--- src/hdl/decoder_pkg.sv ---
// package: opcode table, field layout, register map and timing constants
// assumes 14-bit instruction words and a single 10 MHz aclk
// Function
// - file operand always read before modify and store
// - destination bit: 0 accumulator, 1 file register
// - file address picks location 0x00..0x7F
// - bit ops: opcode 13:10, bit 9:7, f 6:0
// - literal ops: opcode 13:8, 8-bit literal 7:0
// - call/jump: 11-bit target from low bits
// - page load: opcode 13:7, 7-bit literal
// - bank load: opcode 13:5, 5-bit literal
// - relative jump: 9-bit offset from low bits
// - pointer offset: pointer select plus 6-bit offset
// - pointer increment: select bit 2, mode 1:0
// - don't-care bits never change the decoded operation
// - sums run one cycle, update C, DC, Z
// - and/or with file run one cycle, Z only
// - rotates through carry, one cycle, C only
// - instruction cycle is four clock cycles
// - flow change or true skip adds NOP cycle
// - indirect access with pointer MSB adds cycle
package decoder_pkg;
  localparam int WORD_W      = 14;
  localparam int FADDR_W     = 7;
  localparam int FILE_DEPTH  = 128;
  localparam int OPB_LO      = 8;
  localparam int DEST_BIT    = 7;
  localparam int OPBIT_LO    = 10;
  localparam int BIT_LO      = 7;
  localparam int PAGE_OP_LO  = 7;
  localparam int BANK_OP_LO  = 5;
  localparam int OFF_SEL_BIT = 6;
  localparam int INC_SEL_BIT = 2;
  localparam int PTR_MSB     = 15;
  // one instruction cycle in oscillator cycles
  localparam int Q_PER_CYCLE       = 4;
  localparam logic [1:0] LAST_Q    = 2'(Q_PER_CYCLE - 1);
  localparam logic [1:0] Q_READ    = 2'h1;
  localparam logic [1:0] Q_MODIFY  = 2'h2;
  // register byte offsets
  localparam logic [7:0] REG_INSTR     = 8'h00;
  localparam logic [7:0] REG_ACC       = 8'h04;
  localparam logic [7:0] REG_STATUS    = 8'h08;
  localparam logic [7:0] REG_PTR0      = 8'h0C;
  localparam logic [7:0] REG_PTR1      = 8'h10;
  localparam logic [7:0] REG_FIELDS_A  = 8'h14;
  localparam logic [7:0] REG_FIELDS_B  = 8'h18;
  localparam logic [7:0] REG_FIELDS_C  = 8'h1C;
  localparam logic [7:0] REG_FILE_ADDR = 8'h20;
  localparam logic [7:0] REG_FILE_DATA = 8'h24;
  localparam int ST_CARRY = 0;
  localparam int ST_HALF  = 1;
  localparam int ST_ZERO  = 2;
  localparam logic [1:0] RESP_OKAY   = 2'h0;
  localparam logic [1:0] RESP_SLVERR = 2'h2;
  localparam logic [FADDR_W-1:0] PORT_BASE = 7'h00;
  typedef enum logic [4:0] {
    K_NONE, K_SUM, K_SUM_C, K_CONJ, K_DISJ, K_ROT_L, K_ROT_R, K_STORE_W,
    K_DEC_SKIP, K_INC_SKIP, K_BIT_CLR, K_BIT_SET, K_TEST_CLR, K_TEST_SET,
    K_BANK, K_PAGE, K_FLOW, K_RET_LIT, K_PTR_OFF, K_PTR_INC
  } op_kind_t;
  typedef enum logic [2:0] {
    S_IDLE  = 3'h1,
    S_EXEC  = 3'h2,
    S_EXTRA = 3'h4
  } seq_state_t;
  typedef struct packed {
    op_kind_t     kind;
    logic [5:0]   op_byte;
    logic         dest;
    logic [6:0]   faddr;
    logic [3:0]   op_bit;
    logic [2:0]   bit_idx;
    logic [7:0]   lit8;
    logic [10:0]  target;
    logic [8:0]   rel;
    logic [6:0]   op_page;
    logic [6:0]   page;
    logic [8:0]   op_bank;
    logic [4:0]   bank;
    logic         off_sel;
    logic [5:0]   off;
    logic         inc_sel;
    logic [1:0]   mode;
  } decode_t;
  // opcode table: pattern, care mask, kind
  localparam int N_OPS = 22;
  localparam logic [13:0] OP_PAT [N_OPS] = '{
    14'h0700, 14'h3D00, 14'h0500, 14'h0400, 14'h0D00, 14'h0C00, 14'h0080,
    14'h0B00, 14'h0F00, 14'h1000, 14'h1400, 14'h1800, 14'h1C00, 14'h0020,
    14'h3180, 14'h2000, 14'h3200, 14'h0008, 14'h3400, 14'h3100, 14'h0010,
    14'h3F00};
  localparam logic [13:0] OP_MSK [N_OPS] = '{
    14'h3F00, 14'h3F00, 14'h3F00, 14'h3F00, 14'h3F00, 14'h3F00, 14'h3F80,
    14'h3F00, 14'h3F00, 14'h3C00, 14'h3C00, 14'h3C00, 14'h3C00, 14'h3FE0,
    14'h3F80, 14'h3000, 14'h3E00, 14'h3FFC, 14'h3F00, 14'h3F80, 14'h3FF0,
    14'h3F00};
  localparam op_kind_t OP_KIND [N_OPS] = '{
    K_SUM, K_SUM_C, K_CONJ, K_DISJ, K_ROT_L, K_ROT_R, K_STORE_W,
    K_DEC_SKIP, K_INC_SKIP, K_BIT_CLR, K_BIT_SET, K_TEST_CLR, K_TEST_SET,
    K_BANK, K_PAGE, K_FLOW, K_FLOW, K_FLOW, K_RET_LIT, K_PTR_OFF, K_PTR_INC,
    K_PTR_OFF};
  // compare only the bits that the mask cares about
  function automatic logic op_match(input logic [13:0] w, input logic [13:0] pat,
                                    input logic [13:0] msk);
    return (w & msk) == pat;
  endfunction
endpackage

--- src/hdl/file_ram.sv ---
// file: file register array, one write port, two registered read ports
// assumes the caller never drives two writers at once
`timescale 1ns/1ps

module file_ram
  import decoder_pkg::*;
(
  input  wire logic               aclk,
  input  wire logic               we,
  input  wire logic [FADDR_W-1:0] waddr,
  input  wire logic [7:0]         wdata,
  input  wire logic [FADDR_W-1:0] raddr_a,
  input  wire logic [FADDR_W-1:0] raddr_b,
  output logic      [7:0]         rdata_a,
  output logic      [7:0]         rdata_b
);
  logic [7:0] mem [FILE_DEPTH];

  // read returns old data on a same-address write
  always_ff @(posedge aclk)
  begin
    if (we)
      mem[waddr] <= wdata;
    rdata_a <= mem[raddr_a];
    rdata_b <= mem[raddr_b];
  end
endmodule

--- src/hdl/field_split.sv ---
// file: splits a 14-bit word into every format's fields and an op kind
// assumes a registered word at its input; purely combinational
`timescale 1ns/1ps

module field_split
  import decoder_pkg::*;
(
  input  wire logic [WORD_W-1:0] word,
  output decode_t                fields
);
  logic [N_OPS-1:0] hit;
  op_kind_t         kind;

  // one masked comparator per table row
  for (genvar i = 0; i < N_OPS; i++)
  begin : g_row
    assign hit[i] = op_match(word, OP_PAT[i], OP_MSK[i]);
  end

  // rows are disjoint, so the lowest hit names the kind
  always_comb
  begin
    kind = K_NONE;
    for (int i = N_OPS - 1; i >= 0; i--)
      if (hit[i])
        kind = OP_KIND[i];
  end

  // field slices per format
  assign fields.kind    = kind;
  assign fields.op_byte = word[WORD_W-1:OPB_LO];
  assign fields.dest    = word[DEST_BIT];
  assign fields.faddr   = word[FADDR_W-1:0];
  assign fields.op_bit  = word[WORD_W-1:OPBIT_LO];
  assign fields.bit_idx = word[OPBIT_LO-1:BIT_LO];
  assign fields.lit8    = word[7:0];
  assign fields.target  = word[10:0];
  assign fields.rel     = word[8:0];
  assign fields.op_page = word[WORD_W-1:PAGE_OP_LO];
  assign fields.page    = word[PAGE_OP_LO-1:0];
  assign fields.op_bank = word[WORD_W-1:BANK_OP_LO];
  assign fields.bank    = word[BANK_OP_LO-1:0];
  assign fields.off_sel = word[OFF_SEL_BIT];
  assign fields.off     = word[OFF_SEL_BIT-1:0];
  assign fields.inc_sel = word[INC_SEL_BIT];
  assign fields.mode    = word[INC_SEL_BIT-1:0];
endmodule

--- src/hdl/mcu_instruction_decoder.sv ---
// file: instruction decoder top with execution sequencer and register slave
// assumes one aclk, synchronous active-low aresetn, AXI4-Lite master
`timescale 1ns/1ps

module mcu_instruction_decoder
  import decoder_pkg::*;
(
  input  wire logic        aclk,
  input  wire logic        aresetn,
  input  wire logic [7:0]  awaddr,
  input  wire logic        awvalid,
  output logic             awready,
  input  wire logic [31:0] wdata,
  input  wire logic [3:0]  wstrb,
  input  wire logic        wvalid,
  output logic             wready,
  output logic [1:0]       bresp,
  output logic             bvalid,
  input  wire logic        bready,
  input  wire logic [7:0]  araddr,
  input  wire logic        arvalid,
  output logic             arready,
  output logic [31:0]      rdata,
  output logic [1:0]       rresp,
  output logic             rvalid,
  input  wire logic        rready
);
  seq_state_t         state;
  logic [1:0]         phase;
  logic [1:0]         extra_left;
  logic [WORD_W-1:0]  instr;
  decode_t            dec;
  logic [7:0]         acc;
  logic               carry;
  logic               half;
  logic               zero;
  logic [4:0]         bank;
  logic [6:0]         page;
  logic [15:0]        ptr [2];
  logic [FADDR_W-1:0] file_addr;
  logic [7:0]         operand;
  logic [7:0]         result;
  logic               res_c;
  logic               res_dc;
  logic               res_z;
  logic               skip_q;
  logic [1:0]         cycles_last;
  logic               redirect_last;
  logic [7:0]         file_q;
  logic [7:0]         bus_q;
  logic               aw_full;
  logic               w_full;
  logic [7:0]         aw_addr;
  logic [31:0]        w_data;
  logic [3:0]         w_strb;

  // register view at a byte address
  function automatic logic [31:0] reg_view(input logic [7:0] a);
    case (a)
      REG_INSTR:     return {18'h0, instr};
      REG_ACC:       return {24'h0, acc};
      REG_STATUS:    return {operand, page, bank, dec.kind, state != S_IDLE,
                             redirect_last, cycles_last, zero, half, carry};
      REG_PTR0:      return {16'h0, ptr[0]};
      REG_PTR1:      return {16'h0, ptr[1]};
      REG_FIELDS_A:  return {3'h0, dec.lit8, dec.op_bit, dec.bit_idx, dec.faddr,
                             dec.dest, dec.op_byte};
      REG_FIELDS_B:  return {dec.bank, dec.page, dec.rel, dec.target};
      REG_FIELDS_C:  return {dec.op_bank, dec.op_page, 6'h0, dec.mode,
                             dec.inc_sel, dec.off_sel, dec.off};
      REG_FILE_ADDR: return {25'h0, file_addr};
      REG_FILE_DATA: return {24'h0, bus_q};
      default:       return 32'h0;
    endcase
  endfunction

  // address decode shared by read and write paths
  function automatic logic addr_known(input logic [7:0] a);
    return a[1:0] == 2'h0 && a <= REG_FILE_DATA;
  endfunction

  // byte-lane merge of new data into an old register image
  function automatic logic [31:0] strb_merge(input logic [31:0] old,
                                             input logic [31:0] nw,
                                             input logic [3:0] s);
    logic [31:0] r;
    r = old;
    for (int i = 0; i < 4; i++)
      if (s[i])
        r[i*8 +: 8] = nw[i*8 +: 8];
    return r;
  endfunction

  field_split u_split (
    .word   (instr),
    .fields (dec)
  );

  // write channel bookkeeping
  wire         aw_take     = awvalid && awready;
  wire         w_take      = wvalid && wready;
  wire         do_write    = aw_full && w_full && !bvalid;
  wire         busy        = state != S_IDLE;
  wire         wr_ok       = addr_known(aw_addr) && !busy;
  wire         bus_wr      = do_write && wr_ok;
  wire  [31:0] wr_image    = strb_merge(reg_view(aw_addr), w_data, w_strb);
  wire         next_aw     = (aw_full || aw_take) && !do_write;
  wire         next_w      = (w_full || w_take) && !do_write;
  wire         next_bvalid = do_write || (bvalid && !bready);
  wire         ar_take     = arvalid && arready;
  wire         next_rvalid = ar_take || (rvalid && !rready);

  // per-register write strobes
  wire wr_instr  = bus_wr && aw_addr == REG_INSTR;
  wire wr_acc    = bus_wr && aw_addr == REG_ACC;
  wire wr_status = bus_wr && aw_addr == REG_STATUS;
  wire wr_ptr0   = bus_wr && aw_addr == REG_PTR0;
  wire wr_ptr1   = bus_wr && aw_addr == REG_PTR1;
  wire wr_faddr  = bus_wr && aw_addr == REG_FILE_ADDR;
  wire wr_fdata  = bus_wr && aw_addr == REG_FILE_DATA;

  // address and data capture, either order
  always_ff @(posedge aclk)
  begin
    if (!aresetn)
    begin
      aw_full <= 1'b0;
      w_full  <= 1'b0;
      awready <= 1'b0;
      wready  <= 1'b0;
    end
    else
    begin
      aw_full <= next_aw;
      w_full  <= next_w;
      awready <= !next_aw && !next_bvalid;
      wready  <= !next_w && !next_bvalid;
    end
  end

  // payload latches
  always_ff @(posedge aclk)
  begin
    if (aw_take)
      aw_addr <= awaddr;
    if (w_take)
    begin
      w_data <= wdata;
      w_strb <= wstrb;
    end
  end

  // write response; refused while busy or unmapped
  always_ff @(posedge aclk)
  begin
    if (!aresetn)
    begin
      bvalid <= 1'b0;
      bresp  <= RESP_OKAY;
    end
    else
    begin
      bvalid <= next_bvalid;
      if (do_write)
        bresp <= wr_ok ? RESP_OKAY : RESP_SLVERR;
    end
  end

  // read channel, answer one edge after the address is taken
  always_ff @(posedge aclk)
  begin
    if (!aresetn)
    begin
      arready <= 1'b0;
      rvalid  <= 1'b0;
      rdata   <= 32'h0;
      rresp   <= RESP_OKAY;
    end
    else
    begin
      arready <= !next_rvalid;
      rvalid  <= next_rvalid;
      if (ar_take)
      begin
        rdata <= addr_known(araddr) ? reg_view(araddr) : 32'h0;
        rresp <= addr_known(araddr) ? RESP_OKAY : RESP_SLVERR;
      end
    end
  end

  // indirect access port maps through the selected pointer
  wire                is_port  = dec.faddr[FADDR_W-1:1] == PORT_BASE[FADDR_W-1:1];
  wire                port_sel = dec.faddr[0];
  wire [FADDR_W-1:0]  eff_addr = is_port ? ptr[port_sel][FADDR_W-1:0]
                                         : dec.faddr;
  wire                file_op  = dec.kind >= K_SUM && dec.kind <= K_TEST_SET;
  wire                byte_op  = (dec.kind >= K_SUM && dec.kind <= K_ROT_R) ||
                                 dec.kind == K_DEC_SKIP || dec.kind == K_INC_SKIP;
  wire                slow     = (file_op && is_port && ptr[port_sel][PTR_MSB]) ||
                                 (dec.kind == K_PTR_INC &&
                                  ptr[dec.inc_sel][PTR_MSB]);
  wire                flow     = dec.kind == K_FLOW || dec.kind == K_RET_LIT;
  wire                redirect = flow || skip_q;
  wire [1:0]          extra    = {1'b0, redirect} + {1'b0, slow};

  // result routing by destination bit
  wire to_file = (byte_op && dec.dest) || dec.kind == K_STORE_W ||
                 dec.kind == K_BIT_CLR || dec.kind == K_BIT_SET;
  wire to_acc  = byte_op && !dec.dest;

  // flag update set per kind; others leave flags alone
  wire upd_c  = dec.kind == K_SUM || dec.kind == K_SUM_C ||
                dec.kind == K_ROT_L || dec.kind == K_ROT_R;
  wire upd_dc = dec.kind == K_SUM || dec.kind == K_SUM_C;
  wire upd_z  = dec.kind == K_SUM || dec.kind == K_SUM_C ||
                dec.kind == K_CONJ || dec.kind == K_DISJ;

  // quarter-cycle divider; q_end is the instruction-cycle enable
  wire q_end  = busy && phase == LAST_Q;
  wire commit = state == S_EXEC && q_end;

  // file array shares one write port between core and bus
  wire                ram_we    = (commit && to_file) || wr_fdata;
  wire [FADDR_W-1:0]  ram_waddr = commit ? eff_addr : file_addr;
  wire [7:0]          ram_wdata = commit ? result : wr_image[7:0];

  file_ram u_ram (
    .aclk    (aclk),
    .we      (ram_we),
    .waddr   (ram_waddr),
    .wdata   (ram_wdata),
    .raddr_a (eff_addr),
    .raddr_b (file_addr),
    .rdata_a (file_q),
    .rdata_b (bus_q)
  );

  // arithmetic and logic on the read operand
  wire        cin      = dec.kind == K_SUM_C && carry;
  wire [8:0]  sum9     = {1'b0, acc} + {1'b0, operand} + {8'h0, cin};
  wire [4:0]  nib5     = {1'b0, acc[3:0]} + {1'b0, operand[3:0]} + {4'h0, cin};
  wire [7:0]  bit_mask = 8'h01 << dec.bit_idx;
  logic [7:0] alu_res;
  logic       alu_c;
  logic       skip_now;

  always_comb
  begin
    alu_res  = operand;
    alu_c    = carry;
    skip_now = 1'b0;
    case (dec.kind)
      K_SUM, K_SUM_C:
      begin
        alu_res = sum9[7:0];
        alu_c   = sum9[8];
      end
      K_CONJ:     alu_res = acc & operand;
      K_DISJ:     alu_res = acc | operand;
      K_ROT_L:
      begin
        alu_res = {operand[6:0], carry};
        alu_c   = operand[7];
      end
      K_ROT_R:
      begin
        alu_res = {carry, operand[7:1]};
        alu_c   = operand[0];
      end
      K_STORE_W:  alu_res = acc;
      K_DEC_SKIP:
      begin
        alu_res  = operand - 8'h01;
        skip_now = operand == 8'h01;
      end
      K_INC_SKIP:
      begin
        alu_res  = operand + 8'h01;
        skip_now = operand == 8'hFF;
      end
      K_BIT_CLR:  alu_res = operand & ~bit_mask;
      K_BIT_SET:  alu_res = operand | bit_mask;
      K_TEST_CLR: skip_now = (operand & bit_mask) == 8'h00;
      K_TEST_SET: skip_now = (operand & bit_mask) != 8'h00;
      default:    alu_res = operand;
    endcase
  end

  // sequencer: one instruction cycle, then any extra NOP cycles
  always_ff @(posedge aclk)
  begin
    if (!aresetn)
    begin
      state      <= S_IDLE;
      phase      <= 2'h0;
      extra_left <= 2'h0;
    end
    else
    begin
      unique case (state)
        S_IDLE:
        begin
          phase <= 2'h0;
          if (wr_instr)
            state <= S_EXEC;
        end
        S_EXEC:
        begin
          phase <= phase + 2'h1;
          if (q_end && extra == 2'h0)
            state <= S_IDLE;
          else if (q_end)
          begin
            state      <= S_EXTRA;
            extra_left <= extra;
          end
        end
        S_EXTRA:
        begin
          phase <= phase + 2'h1;
          if (q_end)
            extra_left <= extra_left - 2'h1;
          if (q_end && extra_left == 2'h1)
            state <= S_IDLE;
        end
      endcase
    end
  end

  // operand read happens for every file instruction, stores included
  always_ff @(posedge aclk)
  begin
    if (!aresetn)
      operand <= 8'h00;
    else if (state == S_EXEC && phase == Q_READ)
      operand <= file_q;
  end

  // modify step latches result, flags and skip decision
  always_ff @(posedge aclk)
  begin
    if (!aresetn)
    begin
      result <= 8'h00;
      res_c  <= 1'b0;
      res_dc <= 1'b0;
      res_z  <= 1'b0;
      skip_q <= 1'b0;
    end
    else if (state == S_EXEC && phase == Q_MODIFY)
    begin
      result <= alu_res;
      res_c  <= alu_c;
      res_dc <= nib5[4];
      res_z  <= alu_res == 8'h00;
      skip_q <= skip_now;
    end
  end

  // instruction word; only accepted while idle
  always_ff @(posedge aclk)
  begin
    if (!aresetn)
      instr <= '0;
    else if (wr_instr)
      instr <= wr_image[WORD_W-1:0];
  end

  // accumulator
  always_ff @(posedge aclk)
  begin
    if (!aresetn)
      acc <= 8'h00;
    else if (wr_acc)
      acc <= wr_image[7:0];
    else if (commit && to_acc)
      acc <= result;
    else if (commit && dec.kind == K_RET_LIT)
      acc <= dec.lit8;
  end

  // status flags
  always_ff @(posedge aclk)
  begin
    if (!aresetn)
    begin
      carry <= 1'b0;
      half  <= 1'b0;
      zero  <= 1'b0;
    end
    else if (wr_status)
    begin
      carry <= wr_image[ST_CARRY];
      half  <= wr_image[ST_HALF];
      zero  <= wr_image[ST_ZERO];
    end
    else if (commit)
    begin
      carry <= upd_c ? res_c : carry;
      half  <= upd_dc ? res_dc : half;
      zero  <= upd_z ? res_z : zero;
    end
  end

  // bank and page literals, cycle accounting
  always_ff @(posedge aclk)
  begin
    if (!aresetn)
    begin
      bank          <= 5'h00;
      page          <= 7'h00;
      cycles_last   <= 2'h0;
      redirect_last <= 1'b0;
    end
    else if (commit)
    begin
      bank          <= dec.kind == K_BANK ? dec.bank : bank;
      page          <= dec.kind == K_PAGE ? dec.page : page;
      cycles_last   <= extra + 2'h1;
      redirect_last <= redirect;
    end
  end

  // pointers and bus file address
  always_ff @(posedge aclk)
  begin
    if (!aresetn)
    begin
      ptr[0]    <= 16'h0000;
      ptr[1]    <= 16'h0000;
      file_addr <= '0;
    end
    else
    begin
      if (wr_ptr0)
        ptr[0] <= wr_image[15:0];
      if (wr_ptr1)
        ptr[1] <= wr_image[15:0];
      if (wr_faddr)
        file_addr <= wr_image[FADDR_W-1:0];
    end
  end
endmodule

--- config.mk ---
export PLATFORM = sky130hd
export DESIGN_NAME = mcu_instruction_decoder
export DESIGN_NICKNAME = d
export VERILOG_FILES = /design/src/hdl/decoder_pkg.sv /design/src/hdl/file_ram.sv /design/src/hdl/field_split.sv /design/src/hdl/mcu_instruction_decoder.sv
export SDC_FILE = /design/constraint.sdc
export NUM_CORES = 2
export LEC_CHECK = 0
export BUFFER_PORTS_ARGS = -buffer_cell sky130_fd_sc_hd__buf_4
export CORE_MARGIN = 2
export CORE_UTILIZATION = 35
export CTS_BUF_LIST = sky130_fd_sc_hd__clkbuf_4 sky130_fd_sc_hd__clkbuf_8
export CTS_CLUSTER_DIAMETER = 30
export CTS_CLUSTER_SIZE = 8
export DETAILED_ROUTE_END_ITERATION = 7
export PLACE_DENSITY_LB_ADDON = 0.25
export SLEW_MARGIN = 20
export SYNTH_ARGS = -nofsm -noshare
export SYNTH_HDL_FRONTEND = slang
export SYNTH_SLANG_ARGS = --single-unit
export TNS_END_PERCENT = 10
--- constraint.sdc ---
create_clock -name aclk -period 8.2 [get_ports aclk]
set_input_delay 0 -clock aclk [delete_from_list [all_inputs] [get_ports aclk]]
set_output_delay 0 -clock aclk [all_outputs]
set_load 0.005 [all_outputs]
==> results by group <==
Detailed routing
  • Drt initial violations: 6428
  • ANT nets after route: 0
  • Routed via count: 44070
  • DR WL/cell: 27.97 µm
  • Vias per cell: 5.922
  • Detailed Route WL: 208100 µm
  • DRC: 2
  • First-pass DRT Iterations: 8

CTS
  • Clock Sinks: 1215
  • Hold_buf cts: 84
  • Clk buf depth: 4
  • H-tree levels: 5
  • Clock Pin Slew Worst Setup and Hold Paths: 0.07 ns
  • Root Buffer: clkbuf_8
  • Num CTS Buffers: 310
  • Post-cts sizing count: 0
  • CTS tree: built
  • Worst-skew pair later-pin latency: 1.02 ns
  • Post-CTS Setup Bufs: 0

STA
  • Fmax: 172.1 MHz
  • Worst-margin pin slew: 1.288 ns
  • Final min period: 5.809 ns
  • Relative slew slack: 13.73%
  • Setup violators final: 0
  • Final hold vios: 0
  • RSZ-0062 raised after global routing: false
  • Crit share post-route: 70.85%
  • Clk_skew: 0.09152 ns
  • Slew Viols, Final: 0
  • Setup TNS: 0 ns

Status
  • Failing checks: DRC
  • Status: finished, violations left

GRT
  • Tot GR Track Use: 23.36%
  • Antenna violations before repair: 13
  • Total gr overflow: 0
  • First-pass GRT wire length: 301300 µm
  • Largest net degree at the start of global routing: 154
  • Vias in the first global route: 43060

Placed design
  • Placed inst area: 64200 µm²
  • RD Place Congestion: 0.8985
  • Port Buffer Count: 79
  • Final HPWL DP: 130800 µm

Yosys
  • Yosys top cell by area: edfxtp_1
  • Synth Register Bits: 1215
  • Asr flop ratio synth: 0%
  • Yosys cell types: 92
  • Ys flop type: edfxtp_1
  • Synth Cell Area: 60290 µm²
  • Post-synth EDFFs: 1082
  • Sequential fraction of the synthesis area: 58.31%
  • Synth Warn #: 0
  • Syn Area/Cell: 13.08 µm²
  • Yosys top cell area share: 53.89%
  • Mapped Cells: 4609
  • Top post-synthesis cells by area: edfxtp_1, mux4_2, nand2_1

Finish
  • Fill cells: 15640
  • Area growth syn-to-layout: 19.20%
  • Nets: 4968
  • Design Area, Final: 71870 µm²
  • Ratio of cells with drive above 1 in the final layout: 25.46%

Worst setup path
  • Max FO, Critical Path: 23
  • Kind of start point of the critical path: register
  • Critical path endpoint category: register
  • WP data arrival: 6.73 ns
  • Worst EP required: 9.12 ns
  • Critical path type: reg -> reg

Die
  • Initial Util: 35.18%
  • Core Area: 171400 µm²
  • Total Die Area: 175600 µm²
  • Site Rows: 152
  • Die Ht: 419.0 µm
  • IO Count: 100
  • Die span in x: 419.0 µm

Power
  • Switching Share: 22.67%
  • Pwr Total: 15.58 mW
  • Flop pwr share: 43.6%
  • Power Dens Cells: 216.8 nW/µm²
  • P_leak: 23.48 nW
  • Int Pwr: 12.05 mW
  • Comb pwr share: 3.5%
  • NetSw: 3.532 mW
  • Worst vdd ir: 0.0001673 V
  • Clock Power Share: 53.0%

Flow run
  • Max-Cap Viols: 0

Hold path
  • Hold Path Class: in -> reg
## sequential cells by signal, indices dropped and copies added, names as in the netlist, 3 cells and up, named ones only
| signal | flops |
|---|---|
| page | 7 |
| u_ram.rdata_a | 8 |
| bank | 5 |
| w_data | 16 |
| instr | 14 |
| u_ram.rdata_b | 8 |
| state | 3 |
| u_ram.mem | 1024 |
| operand | 8 |
| aw_addr | 8 |
| file_addr | 7 |
| acc | 8 |
| result | 8 |
| rdata | 32 |
| ptr | 32 |
## through the flow
| step | setup WS, ns | hold WS [ns] | std cells | util [%] |
|---|---|---|---|---|
| 2_1_floorplan | 0.05051 | 0.09887 | 4610 | - |
| 3_3_place_gp | 2.495 | 0.1807 | 6803 | 37.46 |
| 3_5_place_dp | 2.457 | 0.1793 | 6803 | 37.46 |
| 4_1_cts | 2.443 | 0.05806 | 7433 | 41.90 |
| 5_1_grt | 2.097 | 0.1484 | 7437 | 41.93 |
| 6_report | 2.391 | 0.1726 | 7441 | 41.94 |
## cell type report
class                           instances  area, µm²  share of cell area, %
Multi-Input combinational cell       2974      23840                  33.17
Clock buffer                          362       4745                  6.602
Tap cell                             2310       2890                  4.022
Clock inverter                        184       2022                  2.813
Timing Repair Buffer                  362       3084                  4.292
Sequential cell                      1215      35170                  48.94
Inverter                               28      105.1                 0.1462
Antenna cell                            6      15.01                0.02089
## cells in the final DEF (no fill, tap or decap), drive strengths merged, types with 133 or more instances in the layout
cell type	netlist	final
clkbuf	229	362
nor2	153	153
nand2	880	880
mux2i	140	140
nand3	377	377
mux4	377	377
dfxtp	133	133
buf	164	278
edfxtp	1082	1082
a211oi	146	146
## power groups by stage
stage          combinational [mW]  sequential [mW]  clock, mW
4_1_cts                     0.530             6.79       8.34
6_report                    0.541             6.79       8.25
5_1_grt                     0.573             6.79       8.68
2_1_floorplan               0.281             6.93          0
3_5_place_dp                0.501             6.91          0
3_3_place_gp                0.495             6.91          0
## kinds of logic (layout without fill, tap and decap cells)
family / count (synthesis) / count (layout) / share of synthesized area, %
DFF: 1215 / 1215 / 58.31
xor gates and xnor gates: 7 / 7 / 0.1017
AOI/OAI and AO/OA: 741 / 741 / 8.816
and+or+nand+nor: 1665 / 1665 / 12.49
muxes: 541 / 541 / 16.86
other: 1 / 8 / 0.006220
buffers and inverters: 421 / 936 / 3.026
adders and majority gates: 18 / 18 / 0.3985
## synthesized netlist by cell type, drive strengths merged, types with 76 or more instances
cell,instances
nand3,377
o21ai,76
mux4,377
mux2i,140
dfxtp,133
clkbuf,229
nor2,153
a31oi,84
a211oi,146
nand2,880
buf,164
edfxtp,1082
a21oi,110
## path summary, 6_finish.rpt
check	from	to	slack, ns	depth (start not counted)
worst min-delay path	awvalid	aw_addr[7]	0.17	3
worst max register to register	instr[12]	res_z	2.39	17
worst min register to register	res_c	res_c	0.46	2
worst max-delay path	instr[12]	res_z	2.39	17
## critical path, cell delays in order (launching register included)
cell and delay [ns]:
dfxtp_1 0.65, buf_4 0.35, nor3b_2 0.10, and3_1 0.37
or3_1 0.50, or2_2 0.33, nor3_1 0.20, nand3_1 0.17
fa_1 0.45, fa_1 0.40, nand2b_1 0.18, a21oi_1 0.24
and2_1 0.19, nor3_1 0.05, or4_1 0.55, or4_1 0.53
o31a_1 0.27, o41ai_2 0.18
## metal layers
| metal | track usage (%) | wire length, µm | share of wire (%) |
|---|---|---|---|
| met2 | 35.90 | 95570 | 46 |
| met5 | 0 | 46 | 0.022 |
| met3 | 5.373 | 19770 | 9.5 |
| met1 | 32.23 | 85390 | 41 |
| met4 | 8.597 | 7318 | 3.5 |
No activity file was read; power rests on OpenSTA's default activity.
